==> src/include/cfpsi_pkg.sv <==
// Package for the core flag, program counter, stack and indirect block.
// Assumes one 100 MHz clock shared with the CPU sequencer and all event sources.
package cfpsi_pkg;

  localparam int unsigned ADDR_W  = 9;
  localparam int unsigned DATA_W  = 8;
  localparam int unsigned PC_W    = 13;
  localparam int unsigned TGT_W   = 11;
  localparam int unsigned DEPTH   = 8;
  localparam int unsigned SP_W    = 3;
  localparam int unsigned LOW_W   = 7;

  // Registers mirrored in every bank, decoded on the low seven address bits
  localparam logic [6:0] A_INDIRECT_PORT = 7'h00;
  localparam logic [6:0] A_PC_LOW        = 7'h02;
  localparam logic [6:0] A_BANK_SELECT   = 7'h03;
  localparam logic [6:0] A_POINTER       = 7'h04;
  localparam logic [6:0] A_PC_LATCH      = 7'h0a;
  localparam logic [6:0] A_IRQ_CONTROL   = 7'h0b;
  // Registers decoded on the full address
  localparam logic [8:0] A_FLAGS_ONE     = 9'h00c;
  localparam logic [8:0] A_FLAGS_TWO     = 9'h00d;
  localparam logic [8:0] A_ENABLES_ONE   = 9'h08c;
  localparam logic [8:0] A_ENABLES_TWO   = 9'h08d;
  localparam logic [8:0] A_RESET_STATUS  = 9'h08e;

  // Implemented-bit masks; other bits read as zero and ignore writes
  localparam logic [7:0] M_FLAGS_ONE  = 8'h4f;
  localparam logic [7:0] M_FLAGS_TWO  = 8'h10;
  localparam logic [7:0] M_IRQ_CTRL   = 8'hc0;
  localparam logic [7:0] M_STATUS     = 8'h03;

  localparam int unsigned B_ADC       = 6;
  localparam int unsigned B_SERIAL    = 3;
  localparam int unsigned B_CCP       = 2;
  localparam int unsigned B_TIMER2    = 1;
  localparam int unsigned B_TIMER1    = 0;
  localparam int unsigned B_EEPROM    = 4;
  localparam int unsigned B_GIE       = 7;
  localparam int unsigned B_PERIPHERAL_IRQ_ENABLE      = 6;
  localparam int unsigned B_BANK      = 7;
  localparam int unsigned B_POWERON   = 1;
  localparam int unsigned B_BROWNOUT  = 0;
  localparam int unsigned LATCH_HI    = 4;
  localparam int unsigned LATCH_PAGE  = 3;

  localparam logic [12:0] IRQ_VECTOR  = 13'h0004;
  localparam logic [12:0] PC_ONE      = 13'h0001;
  localparam logic [2:0]  SP_ONE      = 3'h1;
  localparam logic [7:0]  ZERO_BYTE   = 8'h00;

  typedef enum logic [1:0] {
    CFPSI_CCP_CAPTURE = 2'h0,
    CFPSI_CCP_COMPARE = 2'h1,
    CFPSI_CCP_PWM     = 2'h2,
    CFPSI_CCP_OFF     = 2'h3
  } cfpsi_ccp_mode_t;

  // One-cycle event pulses from the peripherals
  typedef struct packed {
    logic adc_done;
    logic serial_done;
    logic ccp_capture;
    logic ccp_compare;
    logic timer2_match;
    logic timer1_overflow;
    logic eeprom_write_done;
  } cfpsi_events_t;

  // One-cycle program flow commands from the CPU sequencer
  typedef struct packed {
    logic              advance;
    logic              jump;
    logic              call;
    logic              ret;
    logic              irq_branch;
    logic [TGT_W-1:0]  target;
  } cfpsi_flow_t;

  typedef struct packed {
    logic [ADDR_W-1:0] addr;
    logic [DATA_W-1:0] wdata;
    logic              wr;
    logic              rd;
  } cfpsi_bus_t;

endpackage : cfpsi_pkg

==> src/cfpsi_core.sv <==
// Core special-function logic: peripheral flags and enables, reset cause
// bits, program counter with high latch, return stack and indirect access.
// Assumes the register bus, the sequencer and all event sources share clock.
//
// Chosen here: the strobed register port.
`timescale 1ns/10ps

module cfpsi_core (
  input  wire logic                    clock,         // 100 MHz clock
  input  wire logic                    rst,           // Synchronous reset, active high
  input  wire logic                    por_cause,     // Held with rst on power-on reset
  input  wire logic                    bor_cause,     // Held with rst on brown-out reset
  input  wire logic                    brownout_circuit_enable, // Configuration bit
  input  wire cfpsi_pkg::cfpsi_bus_t   bus,           // Register access
  output logic [cfpsi_pkg::DATA_W-1:0] rdata,         // Read data, cycle after rd
  input  wire cfpsi_pkg::cfpsi_events_t events,       // Peripheral event pulses
  input  wire cfpsi_pkg::cfpsi_ccp_mode_t ccp_mode,   // Capture/compare unit mode
  input  wire cfpsi_pkg::cfpsi_flow_t  flow,          // Sequencer command
  output logic [cfpsi_pkg::PC_W-1:0]   pc,            // Program counter
  output logic                         periph_irq,    // Peripheral request to core
  output logic                         core_irq       // Request gated by global enable
);

  logic [7:0]                  flags_one_q;
  logic [7:0]                  flags_two_q;
  logic [7:0]                  enables_one_q;
  logic [7:0]                  enables_two_q;
  logic [7:0]                  irq_ctrl_q;
  logic [7:0]                  pointer_q;
  logic                        bank_q;
  logic [7:0]                  latch_q;
  logic                        poweron_q;
  logic                        brownout_status_n_q;
  logic [cfpsi_pkg::PC_W-1:0]  pc_q;
  logic [cfpsi_pkg::PC_W-1:0]  pc_d;
  logic [cfpsi_pkg::PC_W-1:0]  stack_q [cfpsi_pkg::DEPTH];
  logic [cfpsi_pkg::SP_W-1:0]  sp_q;
  logic [7:0]                  rdata_q;
  logic [7:0]                  rdata_d;
  logic [7:0]                  set_one;
  logic [7:0]                  set_two;
  logic [cfpsi_pkg::ADDR_W-1:0] eff_addr;
  logic                        self_ref;
  logic                        wr_ok;
  logic                        push;
  logic                        pop;
  logic [cfpsi_pkg::PC_W-1:0]  push_val;
  logic [cfpsi_pkg::SP_W-1:0]  top_idx;

  // Indirect port access resolves through bank bit and pointer
  always_comb begin
    if (bus.addr[cfpsi_pkg::LOW_W-1:0] == cfpsi_pkg::A_INDIRECT_PORT) begin
      eff_addr = {bank_q, pointer_q};
    end else begin
      eff_addr = bus.addr;
    end
  end

  // Pointer aimed at the port itself has no target
  assign self_ref = (eff_addr[cfpsi_pkg::LOW_W-1:0] == cfpsi_pkg::A_INDIRECT_PORT);
  assign wr_ok    = bus.wr && !self_ref;

  function automatic logic hit_low(input logic [8:0] a, input logic [6:0] off);
    hit_low = (a[6:0] == off);
  endfunction : hit_low

  // Event to flag bit mapping
  always_comb begin
    set_one = cfpsi_pkg::ZERO_BYTE;
    set_two = cfpsi_pkg::ZERO_BYTE;
    set_one[cfpsi_pkg::B_ADC]    = events.adc_done;
    set_one[cfpsi_pkg::B_SERIAL] = events.serial_done;
    set_one[cfpsi_pkg::B_CCP]    =
      (events.ccp_capture && ccp_mode == cfpsi_pkg::CFPSI_CCP_CAPTURE) ||
      (events.ccp_compare && ccp_mode == cfpsi_pkg::CFPSI_CCP_COMPARE);
    set_one[cfpsi_pkg::B_TIMER2] = events.timer2_match;
    set_one[cfpsi_pkg::B_TIMER1] = events.timer1_overflow;
    set_two[cfpsi_pkg::B_EEPROM] = events.eeprom_write_done;
  end

  // Flag bits: an event in the clearing cycle still sets the flag
  genvar gi;
  generate
    for (gi = 0; gi < 8; gi++) begin : g_flag
      always_ff @(posedge clock) begin
        if (rst || !cfpsi_pkg::M_FLAGS_ONE[gi]) begin
          flags_one_q[gi] <= 1'b0;
        end else if (set_one[gi]) begin
          flags_one_q[gi] <= 1'b1;
        end else if (wr_ok && eff_addr == cfpsi_pkg::A_FLAGS_ONE) begin
          flags_one_q[gi] <= bus.wdata[gi];
        end
      end
      always_ff @(posedge clock) begin
        if (rst || !cfpsi_pkg::M_FLAGS_TWO[gi]) begin
          flags_two_q[gi] <= 1'b0;
        end else if (set_two[gi]) begin
          flags_two_q[gi] <= 1'b1;
        end else if (wr_ok && eff_addr == cfpsi_pkg::A_FLAGS_TWO) begin
          flags_two_q[gi] <= bus.wdata[gi];
        end
      end
    end
  endgenerate

  // Enable and control registers
  always_ff @(posedge clock) begin
    if (rst) begin
      enables_one_q <= cfpsi_pkg::ZERO_BYTE;
      enables_two_q <= cfpsi_pkg::ZERO_BYTE;
      irq_ctrl_q    <= cfpsi_pkg::ZERO_BYTE;
    end else if (wr_ok) begin
      if (eff_addr == cfpsi_pkg::A_ENABLES_ONE) begin
        enables_one_q <= bus.wdata & cfpsi_pkg::M_FLAGS_ONE;
      end
      if (eff_addr == cfpsi_pkg::A_ENABLES_TWO) begin
        enables_two_q <= bus.wdata & cfpsi_pkg::M_FLAGS_TWO;
      end
      if (hit_low(eff_addr, cfpsi_pkg::A_IRQ_CONTROL)) begin
        irq_ctrl_q <= bus.wdata & cfpsi_pkg::M_IRQ_CTRL;
      end
    end
  end

  // Pointer, bank select and high latch; stack actions leave the latch alone
  always_ff @(posedge clock) begin
    if (rst) begin
      pointer_q <= cfpsi_pkg::ZERO_BYTE;
      bank_q    <= 1'b0;
      latch_q   <= cfpsi_pkg::ZERO_BYTE;
    end else if (wr_ok) begin
      if (hit_low(eff_addr, cfpsi_pkg::A_POINTER)) begin
        pointer_q <= bus.wdata;
      end
      if (hit_low(eff_addr, cfpsi_pkg::A_BANK_SELECT)) begin
        bank_q <= bus.wdata[cfpsi_pkg::B_BANK];
      end
      if (hit_low(eff_addr, cfpsi_pkg::A_PC_LATCH)) begin
        latch_q <= {3'h0, bus.wdata[cfpsi_pkg::LATCH_HI:0]};
      end
    end
  end

  // Reset cause bits: cleared by their reset, set by software
  always_ff @(posedge clock) begin
    if (rst) begin
      if (por_cause) begin
        poweron_q           <= 1'b0;
        brownout_status_n_q <= 1'b0;
      end else if (bor_cause && brownout_circuit_enable) begin
        // A disabled brown-out circuit cannot cause this reset
        brownout_status_n_q <= 1'b0;
      end
    end else if (wr_ok && eff_addr == cfpsi_pkg::A_RESET_STATUS) begin
      poweron_q           <= bus.wdata[cfpsi_pkg::B_POWERON];
      brownout_status_n_q <= bus.wdata[cfpsi_pkg::B_BROWNOUT];
    end
  end

  // Stack push and pop requests
  assign push     = flow.call || flow.irq_branch;
  assign pop      = flow.ret && !push;
  assign push_val = flow.call ? pc_q + cfpsi_pkg::PC_ONE : pc_q;
  assign top_idx  = sp_q - cfpsi_pkg::SP_ONE;

  // Program counter next value; a low byte write wins over flow commands
  always_comb begin
    pc_d = pc_q;
    if (wr_ok && hit_low(eff_addr, cfpsi_pkg::A_PC_LOW)) begin
      pc_d = {latch_q[cfpsi_pkg::LATCH_HI:0], bus.wdata};
    end else if (flow.irq_branch) begin
      pc_d = cfpsi_pkg::IRQ_VECTOR;
    end else if (flow.call || flow.jump) begin
      pc_d = {latch_q[cfpsi_pkg::LATCH_HI:cfpsi_pkg::LATCH_PAGE], flow.target};
    end else if (pop) begin
      pc_d = stack_q[top_idx];
    end else if (flow.advance) begin
      pc_d = pc_q + cfpsi_pkg::PC_ONE;
    end
  end

  always_ff @(posedge clock) begin
    if (rst) begin
      pc_q <= '0;
    end else begin
      pc_q <= pc_d;
    end
  end

  // Circular stack: the pointer wraps, the oldest entry is overwritten
  always_ff @(posedge clock) begin
    if (rst) begin
      sp_q <= '0;
    end else if (push) begin
      sp_q <= sp_q + cfpsi_pkg::SP_ONE;
    end else if (pop) begin
      sp_q <= top_idx;
    end
  end

  always_ff @(posedge clock) begin
    if (push) begin
      stack_q[sp_q] <= push_val;
    end
  end

  // Read mux; upper counter bits and stack pointer are never visible
  always_comb begin
    rdata_d = cfpsi_pkg::ZERO_BYTE;
    if (self_ref) begin
      rdata_d = cfpsi_pkg::ZERO_BYTE;
    end else if (hit_low(eff_addr, cfpsi_pkg::A_PC_LOW)) begin
      rdata_d = pc_q[7:0];
    end else if (hit_low(eff_addr, cfpsi_pkg::A_BANK_SELECT)) begin
      rdata_d[cfpsi_pkg::B_BANK] = bank_q;
    end else if (hit_low(eff_addr, cfpsi_pkg::A_POINTER)) begin
      rdata_d = pointer_q;
    end else if (hit_low(eff_addr, cfpsi_pkg::A_PC_LATCH)) begin
      rdata_d = latch_q;
    end else if (hit_low(eff_addr, cfpsi_pkg::A_IRQ_CONTROL)) begin
      rdata_d = irq_ctrl_q;
    end else begin
      case (eff_addr)
        cfpsi_pkg::A_FLAGS_ONE:    rdata_d = flags_one_q;
        cfpsi_pkg::A_FLAGS_TWO:    rdata_d = flags_two_q;
        cfpsi_pkg::A_ENABLES_ONE:  rdata_d = enables_one_q;
        cfpsi_pkg::A_ENABLES_TWO:  rdata_d = enables_two_q;
        cfpsi_pkg::A_RESET_STATUS: begin
          rdata_d[cfpsi_pkg::B_POWERON]  = poweron_q;
          rdata_d[cfpsi_pkg::B_BROWNOUT] = brownout_status_n_q;
        end
        default:                   rdata_d = cfpsi_pkg::ZERO_BYTE;
      endcase
    end
  end

  always_ff @(posedge clock) begin
    if (rst) begin
      rdata_q <= cfpsi_pkg::ZERO_BYTE;
    end else if (bus.rd) begin
      rdata_q <= rdata_d;
    end else begin
      rdata_q <= cfpsi_pkg::ZERO_BYTE;
    end
  end

  assign rdata = rdata_q;
  assign pc    = pc_q;

  // Interrupt request: any flag with its enable, gated by peripheral enable
  assign periph_irq = irq_ctrl_q[cfpsi_pkg::B_PERIPHERAL_IRQ_ENABLE] &&
                      (|(flags_one_q & enables_one_q) ||
                       |(flags_two_q & enables_two_q));
  assign core_irq   = periph_irq && irq_ctrl_q[cfpsi_pkg::B_GIE];

endmodule : cfpsi_core

==> config.mk <==
export PLATFORM = sky130hd
export DESIGN_NAME = cfpsi_core
export DESIGN_NICKNAME = d
export VERILOG_FILES = /design/src/include/cfpsi_pkg.sv /design/src/cfpsi_core.sv
export SDC_FILE = /design/constraint.sdc
export NUM_CORES = 1
export LEC_CHECK = 0
export BUFFER_PORTS_ARGS = -buffer_cell sky130_fd_sc_hd__buf_2
export CAP_MARGIN = 20
export CORE_AREA = 2 2 124 150
export DETAILED_ROUTE_END_ITERATION = 16
export DIE_AREA = 0 0 126 152
export GPL_TIMING_DRIVEN = 0
export PLACE_DENSITY = 0.73
export RECOVER_POWER = 25
export SETUP_SLACK_MARGIN = 0.05
export SYNTH_ARGS = -nofsm -noshare
export SYNTH_HDL_FRONTEND = slang
export SYNTH_SLANG_ARGS = --single-unit
==> constraint.sdc <==
create_clock -name clock -period 4.6 [get_ports clock]
set_clock_uncertainty 0.15 [all_clocks]
set_input_delay 0.92 -clock clock [delete_from_list [all_inputs] [get_ports clock]]
set_output_delay 0.92 -clock clock [all_outputs]
set_load 0.01 [all_outputs]
### Yosys cells after proc, flatten, opt, wreduce, memory -nomap -nowiden

Memories as Yosys holds them, arrays and structs flattened.
Index checks and enable logic that the tools add are counted.

| operators by class | value |
|---|---|
| $add $sub $neg | 3 |
| equal/unequal tests | 13 |
| multiplexer cells | 38 |
| bitwise gates (word level) | 3 |
| reduce and logical (&&, ||, !) cells | 40 |

Operator list:

| operator | count |
|---|---|
| 13-bit 2-to-1 mux | 6 |
| 8-bit 2-to-1 mux | 4 |
| 9-bit by 8-bit equality test with 1-bit output, second input constant | 3 |
| 1-bit 2-to-1 mux | 22 |
| 5-bit one-hot mux with 4 select lines | 1 |
| 9-bit by 4-bit equality test with 1-bit output, second input constant | 2 |
| 2-bit AND reduction | 8 |
| 2-bit nonzero test | 8 |
| 8-bit OR reduction | 2 |
| 7-bit by 2-bit equality test with 1-bit output, second input constant | 2 |
| 7-bit by 4-bit equality test with 1-bit output, second input constant | 2 |
| 7-bit logical NOT | 2 |
| 13-bit by 1-bit adder with 13-bit output, second input constant | 1 |
| 1-bit logical AND | 11 |
| 9-bit 2-to-1 mux | 1 |
| 7-bit AND | 1 |
| 7-bit by 3-bit equality test with 1-bit output, second input constant | 1 |
| 7-bit 2-to-1 mux | 1 |
| 3-bit 2-to-1 mux | 2 |
| 2-bit one-hot mux with 3 select lines | 1 |
| 5-bit AND | 1 |
| 5-bit nonzero test | 1 |
| 1-bit logical OR | 4 |
| 3-bit by 1-bit adder with 3-bit output, second input constant | 1 |
| other kinds (8) | 9 |

| word-level totals | value |
|---|---|
| register bits | 54 |
| memory bits (writable) | 104 |
| output and inout port bits | 23 |
| word-level logic and storage cells | 115 |
| memories kept | 1 |

Memory list:

| name | words | bits a word | rd ports | clocked after memory_dff | wr ports | line | text |
|---|---|---|---|---|---|---|---|
| stack_q | 8 | 13 | 1 | 0 | 1 | cfpsi_core.sv:36 | `logic [cfpsi_pkg::PC_W-1:0] stack_q [cfpsi_pkg::DEPTH];` |

### Logic depth before layout (Yosys ltp)

| logic depth | value |
|---|---|
| word-level depth | 9 |
| depth in mapped cells | 12 |

### Worst setup path before layout

OpenSTA, ideal clock, no wires.

| timing path | value |
|---|---|
| path kind | reg-to-reg |
| start point | register sp_q[0] (netlist bit) |
| end point | register pc_q (netlist bit pc[0]) |
| library setup time | 0.122 ns |
| data arrival time | 3.165 ns |
| slack | 1.164 ns |
| cell stages (with the launch flop) | 12 |
| path buffers | 5 |
| period minus slack after synthesis | 3.436 ns |
| cells stage by stage | dfxtp_1 buf_2 buf_2 buf_2 inv_1 ha_1 buf_1 clkbuf_1 mux4_2 a211oi_1 a21oi_1 a221o_1 |

| between the ends | value |
|---|---|
| cells in the longest elaborated chain, start to end | 6 |

RTL lines:

| element | line | text |
|---|---|---|
| start, declared | cfpsi_core.sv:37 | `logic [cfpsi_pkg::SP_W-1:0] sp_q;` |
| start signal, assigned | cfpsi_core.sv:195 | `sp_q <= sp_q + cfpsi_pkg::SP_ONE;` |
| start signal, assigned | cfpsi_core.sv:197 | `sp_q <= top_idx;` |
| 3-bit by 1-bit subtractor with 3-bit output | cfpsi_core.sv:164 | `assign top_idx = sp_q - cfpsi_pkg::SP_ONE;` |
| memory 8 x 13 bit | -- |  |
| 13-bit 2-to-1 mux | cfpsi_core.sv:175 | `end else if (pop) begin` |
| 13-bit 2-to-1 mux | cfpsi_core.sv:173 | `end else if (flow.call \|\| flow.jump) begin` |
| 13-bit 2-to-1 mux | cfpsi_core.sv:171 | `end else if (flow.irq_branch) begin` |
| 13-bit 2-to-1 mux | cfpsi_core.sv:169 | `if (wr_ok && hit_low(eff_addr, cfpsi_pkg::A_PC_LOW)) begin` |
| end signal, assigned | cfpsi_core.sv:186 | `pc_q <= pc_d;` |
| end, declared | cfpsi_core.sv:34 | `logic [cfpsi_pkg::PC_W-1:0] pc_q;` |

Every way passes these cells.
A chain may end at the register's enable or synchronous reset.

### Final worst setup path

| timing path | value |
|---|---|
| start point | register sp_q[0] (netlist bit) |
| end point | register pc_q (netlist bit pc[5]) |

Same word-level chain as after synthesis.

==> results by group <==
Floorplan
  – Chip width: ~130 µm
  – Die Ht: 152 µm
  – Placement Rows: 54
  – Total I/O pin count: 72
  – CORE AREA: 0.0178 mm²
  – Starting density of the core: a little over two fifths
  – Die Area: 0.0192 mm²

Clock tree
  – Worst-Skew Late Latency: 0.44 ns
  – TritonCTS Buffers: 17
  – CTS root buffer: clkbuf_16
  – Clock slew seen by the registers of the worst setup and hold paths: 0.06 ns
  – H-tree Lvls: 4
  – CTS Buffer Depth: 2
  – TritonCTS clock tree: done
  – CTS Hold Bufs: 0
  – Clk sink count: approximately 160

Power and ir drop
  – Pwr per Cell Area: 387 mW/mm²
  – Leak: 3.02 nW
  – Max VDD drop: 0.363 mV
  – Design Power: approximately 0.0035 W

Routing
  – Routed Antenna Nets: 0
  – DR vias/cell: 6.18
  – Detailed Route WL: 22100 µm
  – DR vias: 6085
  – Detailed Routing Iterations Pass 1: 5
  – Wirelength per Cell: 22.4 µm
  – DRC marker count from the first detailed-route iteration: 535
  – Residual DRC: 0

Finish
  – Commonest non-fill, non-tap cells in the layout: edfxtp_1 (106), buf_2 (55), dfxtp_1 (52)
  – Most common cell after layout, fill and taps aside: edfxtp_1
  – Layout net count: 799
  – Area grow syn2layout: 16.8%
  – Utilization after layout: about half
  – Fillers: roughly 1600
  – Layout cells sized above 1: 21.3%
  – Number of diodes: 0
  – Fin area: 0.00909 mm²
  – Area of the multi-input gates: 0.00334 mm²
  – Reg area: 0.00422 mm²

Worst setup path
  – Reg2reg path depth: 11
  – RR Endpoint: pc[5]$_SDFFE_PP0P_
  – Crit path depth: 11
  – Crit-path leading delay family: buffers and inverters
  – Critical path data required time: 4.75 ns
  – Critical path, cell by cell: buf_2 -> buf_2 -> buf_2 -> inv_1 -> ha_1 -> buf_1 -> clkbuf_1 -> mux4_2 -> and2_1 -> o41ai_1 -> nand3_1
  – CP endpoint: pc[5]$_SDFFE_PP0P_
  – Critical path capture point type: flip-flop
  – CP peak stage delay: 0.50 ns
  – Critical path buffers and inverters: 6
  – Crit Path Category: reg2reg
  – Critical path launch point type: flip-flop
  – Reg2Reg Setup Slack: 0.41 ns
  – CP max FO: 10
  – Worst setup startpoint: sp_q[0]$_SDFFE_PP0P_
  – Worst EP arrival: 4.34 ns
  – FF-to-FF Start: sp_q[0]$_SDFFE_PP0P_
  – Most used cell, CP: buf_2
  – Slowest cell on the critical path: buf_1

Worst hold path
  – Worst Hold Class: reg2reg

Synthesis
  – Distinct cells, synth: 78
  – Register bit total from synthesis: around 160
  – Async set-reset flop share out of synthesis: 0%
  – Synth Net Count: 703
  – Post-synthesis sequential area ratio: 54.3%
  – Synth warnings: 0
  – Top FF cell, synth: edfxtp_1
  – Average cell area after synthesis: 12.0 µm²
  – Synthesized area: 0.00778 mm²
  – Mapped Cells: ~650
  – EDFF count, synth: between 100 and 150

Timing
  – Setup TNS: 0 ns
  – Worst slew margin: 24.4%
  – Final hold violations: 0
  – Setup-failing EPs final: 0
  – Hold Worst Slack: 0.346 ns
  – Max Clk Rate: approximately 0.24 GHz
  – Unrepaired setup endpoints after global routing: no
  – Final worst-path cycle share: between 90 and 100%
  – Fin crit period: roughly 4.2 ns
  – Max Slew Vio Count: 0
  – Worst-Margin Slew: 1.13 ns

Global routing
  – Vias in the first global route: 5993
  – GR Overflow Total: 0
  – Global-route wire length before repair: 33700 µm
  – Initial antenna violation count: 0
  – Pin count of the biggest net entering global routing: 17
  – Total track usage: between 20% and 30%

Placed design
  – DPL Wire Length: 16300 µm
  – Port Buf Inserts: 66
  – RePlAce Congestion: 0.961
  – Placed Area: 0.00854 mm²

Outcome
  – Status: complete, no violations

Job
  – Maxcap violations: 0
[worst min-delay path by stage]
stage | from | to | slack [ns] | cells past startpoint
6_report | enables_one_q[0]$_SDFFE_PP0P_ | enables_one_q[0]$_SDFFE_PP0P_ | 0.35 | 2
5_1_grt | enables_one_q[0]$_SDFFE_PP0P_ | enables_one_q[0]$_SDFFE_PP0P_ | 0.37 | 2
4_1_cts | enables_one_q[0]$_SDFFE_PP0P_ | enables_one_q[0]$_SDFFE_PP0P_ | 0.34 | 2
3_5_place_dp | enables_one_q[0]$_SDFFE_PP0P_ | enables_one_q[0]$_SDFFE_PP0P_ | 0.33 | 2
3_3_place_gp | enables_one_q[3]$_SDFFE_PP0P_ | enables_one_q[3]$_SDFFE_PP0P_ | 0.33 | 2
2_1_floorplan | irq_ctrl_q[7]$_SDFFE_PP0P_ | irq_ctrl_q[7]$_SDFFE_PP0P_ | 0.31 | 2
[where the power goes]
group	leakage, nW	internal (W)	total, W	switching (W)
clock network	0.290	0.000861	0.00146	0.000597
registers	1.42	0.00158	0.00161	0.0000286
logic	1.31	0.000182	0.000455	0.000273
total	3.02	0.00262	0.00352	0.000899
[Yosys cell counts, drive strengths merged, types with 9 or more instances]
cell    number  share of area, %
a221oi      11               1.2
o21ai       30               1.9
nor2        49               2.7
xnor2       19               2.1
a22oi        9              0.87
mux2i       19               2.4
buf         19               1.5
nand3       31               2.0
nor3        21               1.6
nand2       34               1.6
mux4        24               6.9
nor2b        9              0.72
inv         11              0.53
nor4        11               1.3
nand4       10              0.80
a31oi       13               1.0
edfxtp     106                41
clkbuf      23               1.1
a211oi      11               1.1
dfxtp       52                13
a21oi       37               2.4
[metal layers]
metal	share of wire, %	vias up	GRT usage (%)
met5	0	-	0
met4	4.0	0	10.6
li1	-	2750	-
met2	50	292	39.8
met1	39	2979	27.4
met3	6.6	64	4.54
[area by class of cell]
cell class | instances | area share, %
Buffer | 42 | 2.19
Clock buffer | 17 | 4.68
Clock inverter | 15 | 2.00
Inverter | 11 | 0.454
Multi-Input combinational cell | 440 | 36.8
Sequential cell | 158 | 46.5
Tap cell | 224 | 3.08
Timing Repair Buffer | 77 | 4.38
[cells by family after synthesis]
kind of cell | synth area share (%)
compound gates | 15.2
xor+xnor | 2.81
fa+ha+maj | 0.482
buf+inv | 3.12
flops | 54.3
mux | 10.1
simple gates | 14.1
[tightest hold or removal path: cells and delay by family (launching register included)]
family / cells / cell delay [ns]
compound gates: 2 / 0.13
flops: 1 / 0.32
[flip-flops by register name (all words and copies together) (netlist names), 2 cells and up]
signal / cells
latch_q: 5
stack_q: 104
irq_ctrl_q: 2
flags_one_q: 5
rdata: 8
pc: 13
sp_q: 3
enables_one_q: 5
pointer_q: 8
[repair_timing]
| item | 4_1_cts | 5_1_grt |
|---|---|---|
| resized for setup | 0 | 2 |
| setup endpoints to repair | 0 | 4 |
| buffers inserted | 0 | 0 |
[metrics by stage]
step	setup slack (ns)	instances
floorplan	1.16	651
global placement	0.00901	941
detailed placement	0.257	952
CTS	0.238	984
global route	0.137	984
finish	0.415	984
Power figures use the tool's default switching activity.
